**src/verilog/hsl_pkg.sv**
```systemverilog
// Shared constants for the serial link pins and receive signalling block
package hsl_pkg;
	localparam int HSL_CLK_HZ = 125000000;
	localparam logic [7:0] HSL_OCTET_LAST = 8'h07;
	localparam logic [2:0] HSL_BIT_ZERO = 3'h0;
	localparam logic [2:0] HSL_BIT_LAST = 3'h7;
	localparam logic [2:0] HSL_Q_DEPTH = 3'h6;
	localparam logic [2:0] HSL_Q_ZERO = 3'h0;
	localparam logic [2:0] HSL_Q_ONE = 3'h1;
	localparam logic [7:0] HSL_FLAG = 8'h7E;
	localparam logic [7:0] HSL_BYTE_ZERO = 8'h00;
	localparam logic [7:0] HSL_SR_RESET = 8'h00;
	localparam logic [1:0] HSL_SYNC_IDLE = 2'h0;
	localparam int HSL_BUF_DEPTH = 2;
	localparam int HSL_BUF_IDX_W = 1;
endpackage

```
**src/verilog/hsl_skid_buf.sv**
```systemverilog
// Two-entry valid/ready buffer for received octets
`timescale 1ns/1ps
module hsl_skid_buf
	import hsl_pkg::*;
(
	input wire logic i_mclk,
	input wire logic i_rst_b,
	input wire logic [7:0] i_data,
	input wire logic i_valid,
	output logic o_ready,
	output logic [7:0] o_data,
	output logic o_valid,
	input wire logic i_ready
);
	// ------------------------------------------------------------
	// State
	// ------------------------------------------------------------
	typedef struct packed {
		logic [HSL_BUF_DEPTH-1:0][7:0] mem; // Storage entries
		logic [HSL_BUF_IDX_W-1:0] wr; // Write index
		logic [HSL_BUF_IDX_W-1:0] rd; // Read index
		logic [1:0] cnt; // Occupancy
	} hsl_buf_t;
	hsl_buf_t st;
	hsl_buf_t next_st;
	logic push;
	logic pop;

	// Handshake terms
	assign push = i_valid && (st.cnt != 2'h2);
	assign pop = i_ready && (st.cnt != 2'h0);
	assign o_ready = (st.cnt != 2'h2);
	assign o_valid = (st.cnt != 2'h0);
	assign o_data = st.mem[st.rd];

	// Next state
	always_comb begin
		next_st = st;
		if (push) begin
			next_st.mem[st.wr] = i_data;
			next_st.wr = st.wr + 1'b1;
		end
		if (pop) begin
			next_st.rd = st.rd + 1'b1;
		end
		next_st.cnt = st.cnt + {1'b0, push} - {1'b0, pop};
	end

	// Register
	always_ff @(posedge i_mclk or negedge i_rst_b) begin
		if (!i_rst_b) begin
			st <= '0;
		end else begin
			st <= next_st;
		end
	end
endmodule

```
**src/verilog/hsl_link.sv**
```systemverilog
// Serial link pins, receive queue and receive signalling
`timescale 1ns/1ps
// Functional notes
// - Level-one control enables clear-to-send handshake
// - Level-one control drives request-to-send output
// - Transmit bit changes on falling edge
// - Transmit octet least significant bit first
// - Invert bit inverts transmit and receive
// - First received bit is byte bit 0
// - Receive data sampled on rising edge
// - End of frame raises end-of-frame interrupt
// - End-of-frame interrupt gated by enable bit
// - End-of-frame polarity bit sets active level
// - DMA/interrupt polarity bit sets active level
// - Interrupt mode: count at least fill level
// - Data available never with transmit request
// - Acknowledge with data available drives byte
module hsl_link
	import hsl_pkg::*;
(
	input wire logic i_mclk,
	input wire logic i_rst_b,
	input wire logic i_level_one_control_bit,
	input wire logic i_serial_invert_bit,
	input wire logic i_end_of_frame_enable_bit,
	input wire logic i_end_of_frame_polarity_bit,
	input wire logic i_dma_irq_polarity_bit,
	input wire logic i_dma_select_bit,
	input wire logic i_rx_irq_dma_disable_bit,
	input wire logic [2:0] i_rx_fill_level,
	input wire logic i_tx_request_bit,
	input wire logic [7:0] i_tx_octet,
	input wire logic i_tx_octet_valid,
	output logic o_tx_octet_ready,
	input wire logic i_tx_data_request,
	input wire logic i_tx_serial_clock,
	input wire logic i_rx_serial_clock,
	input wire logic i_rx_data,
	input wire logic i_clear_to_send_b,
	output logic o_tx_data,
	output logic o_tx_data_oe,
	output logic o_request_to_send_b,
	output logic o_request_to_send_oe,
	output logic o_rx_end_of_frame_irq,
	output logic o_rx_end_of_frame_irq_oe,
	output logic o_rx_irq_or_data_avail,
	output logic o_rx_irq_or_data_avail_oe,
	input wire logic i_dma_acknowledge,
	output logic [7:0] o_data,
	output logic o_data_oe,
	output logic [2:0] o_rx_count
);
	// ------------------------------------------------------------
	// State
	// ------------------------------------------------------------
	typedef struct packed {
		logic [2:0] tck_s; // Transmit clock synchroniser
		logic [2:0] rck_s; // Receive clock synchroniser
		logic [2:0] rxd_s; // Receive data synchroniser
		logic [2:0] cts_s; // Clear-to-send synchroniser
		logic tck_q; // Agreed transmit clock level
		logic rck_q; // Agreed receive clock level
		logic [7:0] tx_sr; // Transmit shift register
		logic [2:0] tx_bit; // Transmit bit index
		logic tx_busy; // Octet in flight
		logic tx_ready; // Octet port ready, kept as a flop
		logic txd; // Transmit pin level
		logic rts_b; // Request-to-send pin level
		logic [7:0] rx_sr; // Receive shift register
		logic [2:0] rx_bit; // Receive bit count
		logic [7:0] flag_sr; // Flag hunter
		logic in_frame; // Octets seen since opening flag
		logic eof; // End-of-frame event pending
		logic [HSL_Q_DEPTH-1:0][7:0] q; // Receive queue
		logic [2:0] q_cnt; // Queue occupancy
		logic dav; // Data available request latch
		logic eof_pin; // End-of-frame pin level
		logic eof_oe; // End-of-frame pin enable
		logic rx_pin; // Receive signal pin level
		logic rx_oe; // Receive signal pin enable
		logic [7:0] dout; // Data bus level
		logic dout_oe; // Data bus enable
		logic ack_q; // Acknowledge previous sample
	} hsl_st_t;
	hsl_st_t st;
	hsl_st_t next_st;
	logic [7:0] buf_data;
	logic buf_valid;
	logic buf_ready;
	logic rx_push;
	logic [7:0] rx_byte;
	logic ack_rise;
	logic rx_active;

	// ------------------------------------------------------------
	// Receive octet buffer in front of the queue
	// ------------------------------------------------------------
	hsl_skid_buf u_buf (
		.i_mclk(i_mclk),
		.i_rst_b(i_rst_b),
		.i_data(rx_byte),
		.i_valid(rx_push),
		.o_ready(),
		.o_data(buf_data),
		.o_valid(buf_valid),
		.i_ready(buf_ready)
	);

	assign buf_ready = (st.q_cnt != HSL_Q_DEPTH) && !ack_rise;
	assign ack_rise = i_dma_acknowledge && !st.ack_q && st.dav;
	assign o_tx_octet_ready = st.tx_ready;
	assign o_rx_count = st.q_cnt;

	// ------------------------------------------------------------
	// Next state
	// ------------------------------------------------------------
	always_comb begin
		logic rxd_in;
		logic tck_fall;
		logic rck_rise;
		logic cts_ok;
		rxd_in = 1'b0;
		tck_fall = 1'b0;
		rck_rise = 1'b0;
		cts_ok = 1'b0;
		next_st = st;
		rx_push = 1'b0;
		rx_byte = HSL_BYTE_ZERO;
		rx_active = 1'b0;
		// Synchronisers; a change counts when stages two and three agree
		next_st.tck_s = {st.tck_s[1:0], i_tx_serial_clock};
		next_st.rck_s = {st.rck_s[1:0], i_rx_serial_clock};
		next_st.rxd_s = {st.rxd_s[1:0], i_rx_data};
		next_st.cts_s = {st.cts_s[1:0], i_clear_to_send_b};
		if (st.tck_s[1] == st.tck_s[2]) begin
			next_st.tck_q = st.tck_s[2];
		end
		if (st.rck_s[1] == st.rck_s[2]) begin
			next_st.rck_q = st.rck_s[2];
		end
		tck_fall = st.tck_q && !next_st.tck_q;
		rck_rise = !st.rck_q && next_st.rck_q;
		rxd_in = st.rxd_s[2] ^ i_serial_invert_bit;
		cts_ok = !i_level_one_control_bit || !st.cts_s[2];
		next_st.rts_b = !(i_level_one_control_bit && i_tx_request_bit);
		// Load a new octet when idle
		if (!st.tx_busy && i_tx_octet_valid) begin
			next_st.tx_sr = i_tx_octet;
			next_st.tx_bit = HSL_BIT_ZERO;
			next_st.tx_busy = 1'b1;
		end
		if (tck_fall && st.tx_busy && cts_ok) begin
			next_st.txd = st.tx_sr[0] ^ i_serial_invert_bit;
			next_st.tx_sr = {1'b0, st.tx_sr[7:1]};
			next_st.tx_bit = st.tx_bit + 1'b1;
			if (st.tx_bit == HSL_BIT_LAST) begin
				next_st.tx_busy = 1'b0;
			end
		end
		// Ready mirrors the busy state it will hold next
		next_st.tx_ready = !next_st.tx_busy;
		if (rck_rise) begin
			next_st.flag_sr = {rxd_in, st.flag_sr[7:1]};
			// First bit lands in bit 0
			next_st.rx_sr = {rxd_in, st.rx_sr[7:1]};
			next_st.rx_bit = st.rx_bit + 1'b1;
			if (next_st.flag_sr == HSL_FLAG) begin
				// Closing flag marks end of frame
				if (st.in_frame) begin
					next_st.eof = 1'b1;
				end
				next_st.in_frame = 1'b0;
				next_st.rx_bit = HSL_BIT_ZERO;
			end else if (st.rx_bit == HSL_BIT_LAST) begin
				rx_push = 1'b1;
				rx_byte = next_st.rx_sr;
				next_st.in_frame = 1'b1;
			end
		end
		// Move buffered octets into the queue
		if (buf_valid && buf_ready) begin
			next_st.q[st.q_cnt] = buf_data;
		end
		// Acknowledge pops one byte onto the bus
		next_st.ack_q = i_dma_acknowledge;
		// Bus stays driven for the whole acknowledge, even when the pop empties the queue
		next_st.dout_oe = i_dma_acknowledge && (st.dav || st.dout_oe);
		if (ack_rise) begin
			next_st.dout = st.q[0];
			for (int i = 0; i < HSL_Q_DEPTH - 1; i++) begin
				next_st.q[i] = st.q[i + 1];
			end
		end
		next_st.q_cnt = st.q_cnt + {2'b00, buf_valid && buf_ready} - {2'b00, ack_rise};
		// Data available set at level, cleared on empty
		if (!i_dma_select_bit || i_rx_irq_dma_disable_bit || next_st.q_cnt == HSL_Q_ZERO) begin
			next_st.dav = 1'b0;
		end else if (next_st.q_cnt >= i_rx_fill_level) begin
			next_st.dav = 1'b1;
		end
		if (i_tx_data_request) begin
			next_st.dav = 1'b0;
		end
		if (i_dma_select_bit) begin
			rx_active = next_st.dav;
		end else begin
			rx_active = !i_rx_irq_dma_disable_bit && (next_st.q_cnt >= i_rx_fill_level);
		end
		next_st.rx_pin = i_dma_irq_polarity_bit ? rx_active : !rx_active;
		next_st.rx_oe = !next_st.rx_pin;
		// Enable gate; event held until disabled
		if (!i_end_of_frame_enable_bit) begin
			next_st.eof = 1'b0;
		end
		next_st.eof_pin = i_end_of_frame_polarity_bit ? next_st.eof : !next_st.eof;
		next_st.eof_oe = !next_st.eof_pin;
	end

	// ------------------------------------------------------------
	// Register
	// ------------------------------------------------------------
	always_ff @(posedge i_mclk or negedge i_rst_b) begin
		if (!i_rst_b) begin
			st <= '0;
			st.rts_b <= 1'b1;
			st.eof_pin <= 1'b1;
			st.rx_pin <= 1'b1;
			st.txd <= 1'b1;
			st.tx_ready <= 1'b1;
		end else begin
			st <= next_st;
		end
	end

	// Outputs straight from state flops, except the transmit and request-to-send enables, which are tied high
	assign o_tx_data = st.txd;
	assign o_tx_data_oe = 1'b1;
	assign o_request_to_send_b = st.rts_b;
	assign o_request_to_send_oe = 1'b1;
	assign o_rx_end_of_frame_irq = st.eof_pin;
	assign o_rx_end_of_frame_irq_oe = st.eof_oe;
	assign o_rx_irq_or_data_avail = st.rx_pin;
	assign o_rx_irq_or_data_avail_oe = st.rx_oe;
	assign o_data = st.dout;
	assign o_data_oe = st.dout_oe;
endmodule

```
**config.mk**
```make
export PLATFORM = sky130hd
export DESIGN_NAME = hsl_link
export DESIGN_NICKNAME = d
export VERILOG_FILES = /design/src/verilog/hsl_pkg.sv /design/src/verilog/hsl_skid_buf.sv /design/src/verilog/hsl_link.sv
export SDC_FILE = /design/constraint.sdc
export NUM_CORES = 1
export LEC_CHECK = 0
export ABC_AREA = 1
export BUFFER_PORTS_ARGS = -buffer_cell sky130_fd_sc_hd__buf_2
export CORE_MARGIN = 2
export CORE_UTILIZATION = 54
export CTS_CLUSTER_SIZE = 20
export DETAILED_ROUTE_END_ITERATION = 8
export PLACE_DENSITY = 0.76
export REMOVE_ABC_BUFFERS = 1
export SLEW_MARGIN = 30
export SYNTH_ARGS = -nofsm -noshare
export SYNTH_HDL_FRONTEND = slang
export SYNTH_HIERARCHICAL = 1
export SYNTH_SLANG_ARGS = --single-unit
```
**constraint.sdc**
```tcl
create_clock -name i_mclk -period 2.86 [get_ports i_mclk]
set_input_delay 0.572 -clock i_mclk [delete_from_list [all_inputs] [get_ports i_mclk]]
set_output_delay 0.572 -clock i_mclk [all_outputs]
set_load 0.005 [all_outputs]
```
### Yosys cells after proc, flatten, opt, wreduce, memory -nomap -nowiden

Cells that the tools add are included.
Widths: inputs -> output; s select.

| operators by class | value |
|---|---|
| add/sub/neg operators | 8 |
| $lt $le $gt $ge | 6 |
| eq/ne operators | 7 |
| muxes and demuxes | 34 |
| bitwise gates (word level) | 2 |
| reduce and logical (&&, ||, !) cells | 40 |

Operators with widths:

| kind | number |
|---|---|
| $mux 40 | 2 |
| $mux 8 | 7 |
| $bwmux 48 | 1 |
| $demux 8 s3 | 1 |
| $mux 12 | 2 |
| $mux 1 | 18 |
| $bwmux 16 | 1 |
| $logic_and 1x1->1 | 15 |
| $logic_not 1->1 | 15 |
| $demux 8 s1 | 1 |
| $eq 8x7->1 const B | 1 |
| $reduce_bool 2->1 | 4 |
| $add 3x1->3 const B | 2 |
| $eq 3x3->1 const B | 2 |
| $logic_or 1x1->1 | 4 |
| $lt 1x2->1 const B | 2 |
| $lt 3x4->1 const B | 1 |
| $add 3x1->3 | 1 |
| $ge 3x1->1 const B | 1 |
| $ge 3x3->1 | 1 |
| $logic_not 3->1 | 1 |
| $mux 3 | 1 |
| $ne 3x3->1 const B | 1 |
| $sub 3x1->3 | 1 |
| other kinds (8) | 11 |

| word-level totals | value |
|---|---|
| register bits after elaboration | 136 |
| output and inout bits | 21 |
| word-level logic and storage cells | 134 |

### Depth between registers and ports, before layout

| logic depth | value |
|---|---|
| word-level depth | 16 |
| depth in mapped cells | 19 |
| mapped depth without buffers | 19 |

### By module

Netlist, hierarchy kept.

By module, submodules not included:

| module | times used | cells an instance | area each (um^2) | seq. area each (um^2) |
|---|---|---|---|---|
| hsl_link | 1 | 536 | 4859.7 | 2683.8 |
| hsl_skid_buf | 1 | 126 | 1004.7 | 500.5 |

### Worst setup path before layout

OpenSTA, ideal clock, no wires.

| path | value |
|---|---|
| path kind | in2reg |
| from | input port i_dma_acknowledge |
| to | register st, in the netlist o_rx_irq_or_data_avail_oe |
| arrival time | 3182 ps |
| data required time | 2744 ps |
| slack | -438 ps |
| cell stages on the path | 19 |
| cells stage by stage | inv_2 nor2_4 nand2_4 buf_6 buf_2 buf_2 ha_1 ha_1 fa_1 or2_2 nand2_1 ha_1 nand2_1 o21bai_1 nand3b_1 nand3_1 nand2_1 nand2_1 nand2_1 |

RTL lines:

| item | RTL line | RTL |
|---|---|---|
| start, declared | hsl_link.sv:48 | `input wire logic i_dma_acknowledge,` |
| end signal, assigned | hsl_link.sv:231 | `st <= next_st;` |
| end, declared | hsl_link.sv:85 | `hsl_st_t st;` |

==> out/metrics.yaml <==
status: "finished, final reports clean"
use_met1: 0.2604
p_per_area_mw_per_mm2: 1024
synth_area_leaders: "dfrtp_1 (52%), nand2_1 (11%), o21ai_0 (5.1%)"
ys_ff_latch: 127
dp_slack_ps: -475.3
synthCells: 662
boundaryPins: 49
synthFlopType: "dfrtp_1"
detail-route-antenna-nets: 0
fp-row-count: 38
synth.avg_cell_area_um2: 8.859
fp.coreArea_mm2: 0.01070
final.setup.tns_ps: 0
drtIter0Drc: 270
start_util: 0.5482
synth-seq-area-share: 0.5430
yosysMostFrequentCell: "nand2_1"
antenna-diode-count: 0
synthDistinctLibCells: 37
cp.arrival_ps: 3160
path_class: "flop to flop"
slew_headroom: 0.5072
start_kind: "flop"
holdWs_ps: 68.35
synth_enable_flop_cells: 0
die_h_um: 108.2
hold_class: "primary input to async pin"
htreeDepth: 4
drive_above_1_share: 0.1826
cp_max_fo: 4
finalSetupViolations: 0
cts_tree: "built"
dr_total_vias: 4457
clock_path_buffers: 2
finalCritPeriodShare: 0.9689
cap_violations: 0
area_growth_pct: 16.77
grt_pass1_wl_um: 19600
irDropWorstVdd_mv: 0.4331
cp_cell_sequence: "nand2_4 -> nand2_2 -> nor2_2 -> inv_1 -> ha_1 -> ha_2 -> fa_2 -> or2_4 -> nand2_2 -> ha_4 -> nand2_1 -> o21bai_2 -> nand3b_1 -> nand3_2 -> nand2_2 -> nand2_1 -> nand2_1"
drc: 0
leakagePower_uw: 0.003330
ctsRootBufferMaster: "clkbuf_8"
cts.sinks: 127
nets: 753
routed_wirelength_um: 11200
worst_pin_slew_ps: 739.3
layout_setup_ws_ps: 89.03
synthDominantCellAreaShare: 0.5206
worstSkewPairLatency_ps: 500
synth.top_cells.by_count: "nand2_1 (172), dfrtp_1 (122), o21ai_0 (60)"
grt_usage: 0.2096
hold_viol: 0
yosysWarnings: 6
grt_max_degree: 83
critical_path_required_ps: 3250
fmax_mhz: 360.9
fp.dieArea_mm2: 0.01171
first_global_vias: 4432
maxSlewViolCount: 0
synth_area_leader_cell: "dfrtp_1"
stdcell_area_mm2: 0.006848
clock-skew-final_ps: 7.392
rrSetupSlack_ps: 90
syn_area_mm2: 0.005864
die_w_um: 108.2
gr-total-overflow: 0
cts-buffers-inserted: 17
place_area_mm2: 0.006163
wire_per_inst_um: 12.98
clk_pin_slew_ps: 60
grtUsageMet2: 0.3630
grtUsageMet3: 0.04702
async_reset_ff_frac: 1.000
cp_slowest_cell: "dfrtp_1"
max_stage_delay_ps: 410
io_buffers: 46
drtPass1Iterations: 5
routabilityCongestion: 0.7871
layout_min_cycle_time_ps: 2771
top_usage_layer: "met2"
vias_per_cell: 5.165
hpwl_um: 7580
endpoint_kind: "flop"
antenna_found_initial: 0
[routing by layer]
layer,share of wire,wire [µm],vias to the layer above
li1,-,-,2250
met1,0.45,4991,2112
met2,0.51,5747,85
met3,0.033,371,10
met4,0.0081,91,0
met5,0,0,-
[per-stage QoR]
step                      total power, µW  instances  utilization
after floorplan                      3985        625            -
after global placement               4503        829       0.5761
after detailed placement             4658        829       0.5761
after CTS                            6934        862       0.6357
after global routing                 7504        863       0.6401
final                                7015        863       0.6401
[where the power goes]
| group | leakage [µW] | internal, µW | switching [µW] | total, µW |
|---|---|---|---|---|
| logic | 0.00143 | 862 | 1270 | 2130 |
| registers | 0.00160 | 2360 | 315 | 2680 |
| clock network | 0.000297 | 1440 | 766 | 2200 |
| total | 0.00333 | 4660 | 2350 | 7020 |
[cell usage in the layout, fill, tap and decap left out, types with 3 or more instances in the layout]
cell type and n:
nand2_1 168, dfrtp_1 122, o21ai_0 60, inv_1 57, nor2_1 51, buf_2 45, nand3_1 38, buf_4 20
a31oi_1 19, a21oi_1 17, nand4_1 17, clkbuf_16 16, ha_1 12, o21ai_1 10, o211ai_1 8, nand2_2 6
dfstp_2 5, clkinv_2 4, bufinv_16 4, inv_2 3, nand3_2 3, a21oi_2 3, a21oi_4 3, clkinvlp_4 3
[logic make-up (layout without fill, tap and decap cells)]
group,after synthesis,in the layout,synth area share
DFF,127,127,0.5430
adders and majority gates,15,15,0.03328
AOI/OAI and AO/OA,124,124,0.1220
other,1,2,0.0006395
buffers and inverters,100,160,0.08406
xor gates and xnor gates,3,3,0.004481
and+or+nand+nor,292,292,0.2125
[sequential cells by signal, summed over array words and instances (netlist names), 3 cells and up]
signal      flops
o_rx_count      3
o_data          8
next_st         8
st             80
u_buf/st       20
[path summary, 6_finish.rpt]
kind / start / end / cells past startpoint
max: st[14] / o_rx_irq_or_data_avail_oe / 17
min: i_rst_b / st[33] / 1
max reg2reg: st[14] / o_rx_irq_or_data_avail_oe / 17
min reg2reg: next_st[109] / st[109] / 0
max in group asynchronous: i_rst_b / o_rx_irq_or_data_avail / 2
min in group i_mclk: i_rx_serial_clock / next_st[111] / 1
[cell type report]
class,count,area [µm²]
fillers,865,3850
flip-flops and latches,127,3184
multi-input cells,436,2243
clock buffers,18,427.9
repair buffers,66,395.4
inverters,62,232.7
clock inverters,14,188.9
well taps,140,175.2
[worst max-delay path, delay by kind of cell (launching register included)]
family	cells	cell delay, ps
fa+ha+maj	4	1010
simple gates	11	1050
flops	1	410
compound gates	1	110
buf+inv	1	70
[what timing repair did]
item / in CTS / in global routing
resized for setup: 4 / 10
setup endpoints to repair: 3 / 3
hold buffers: 0 / 0
pin swaps: 1 / 2
setup buffers: 1 / 1
Note: power is estimated with default switching activity, not from simulation.
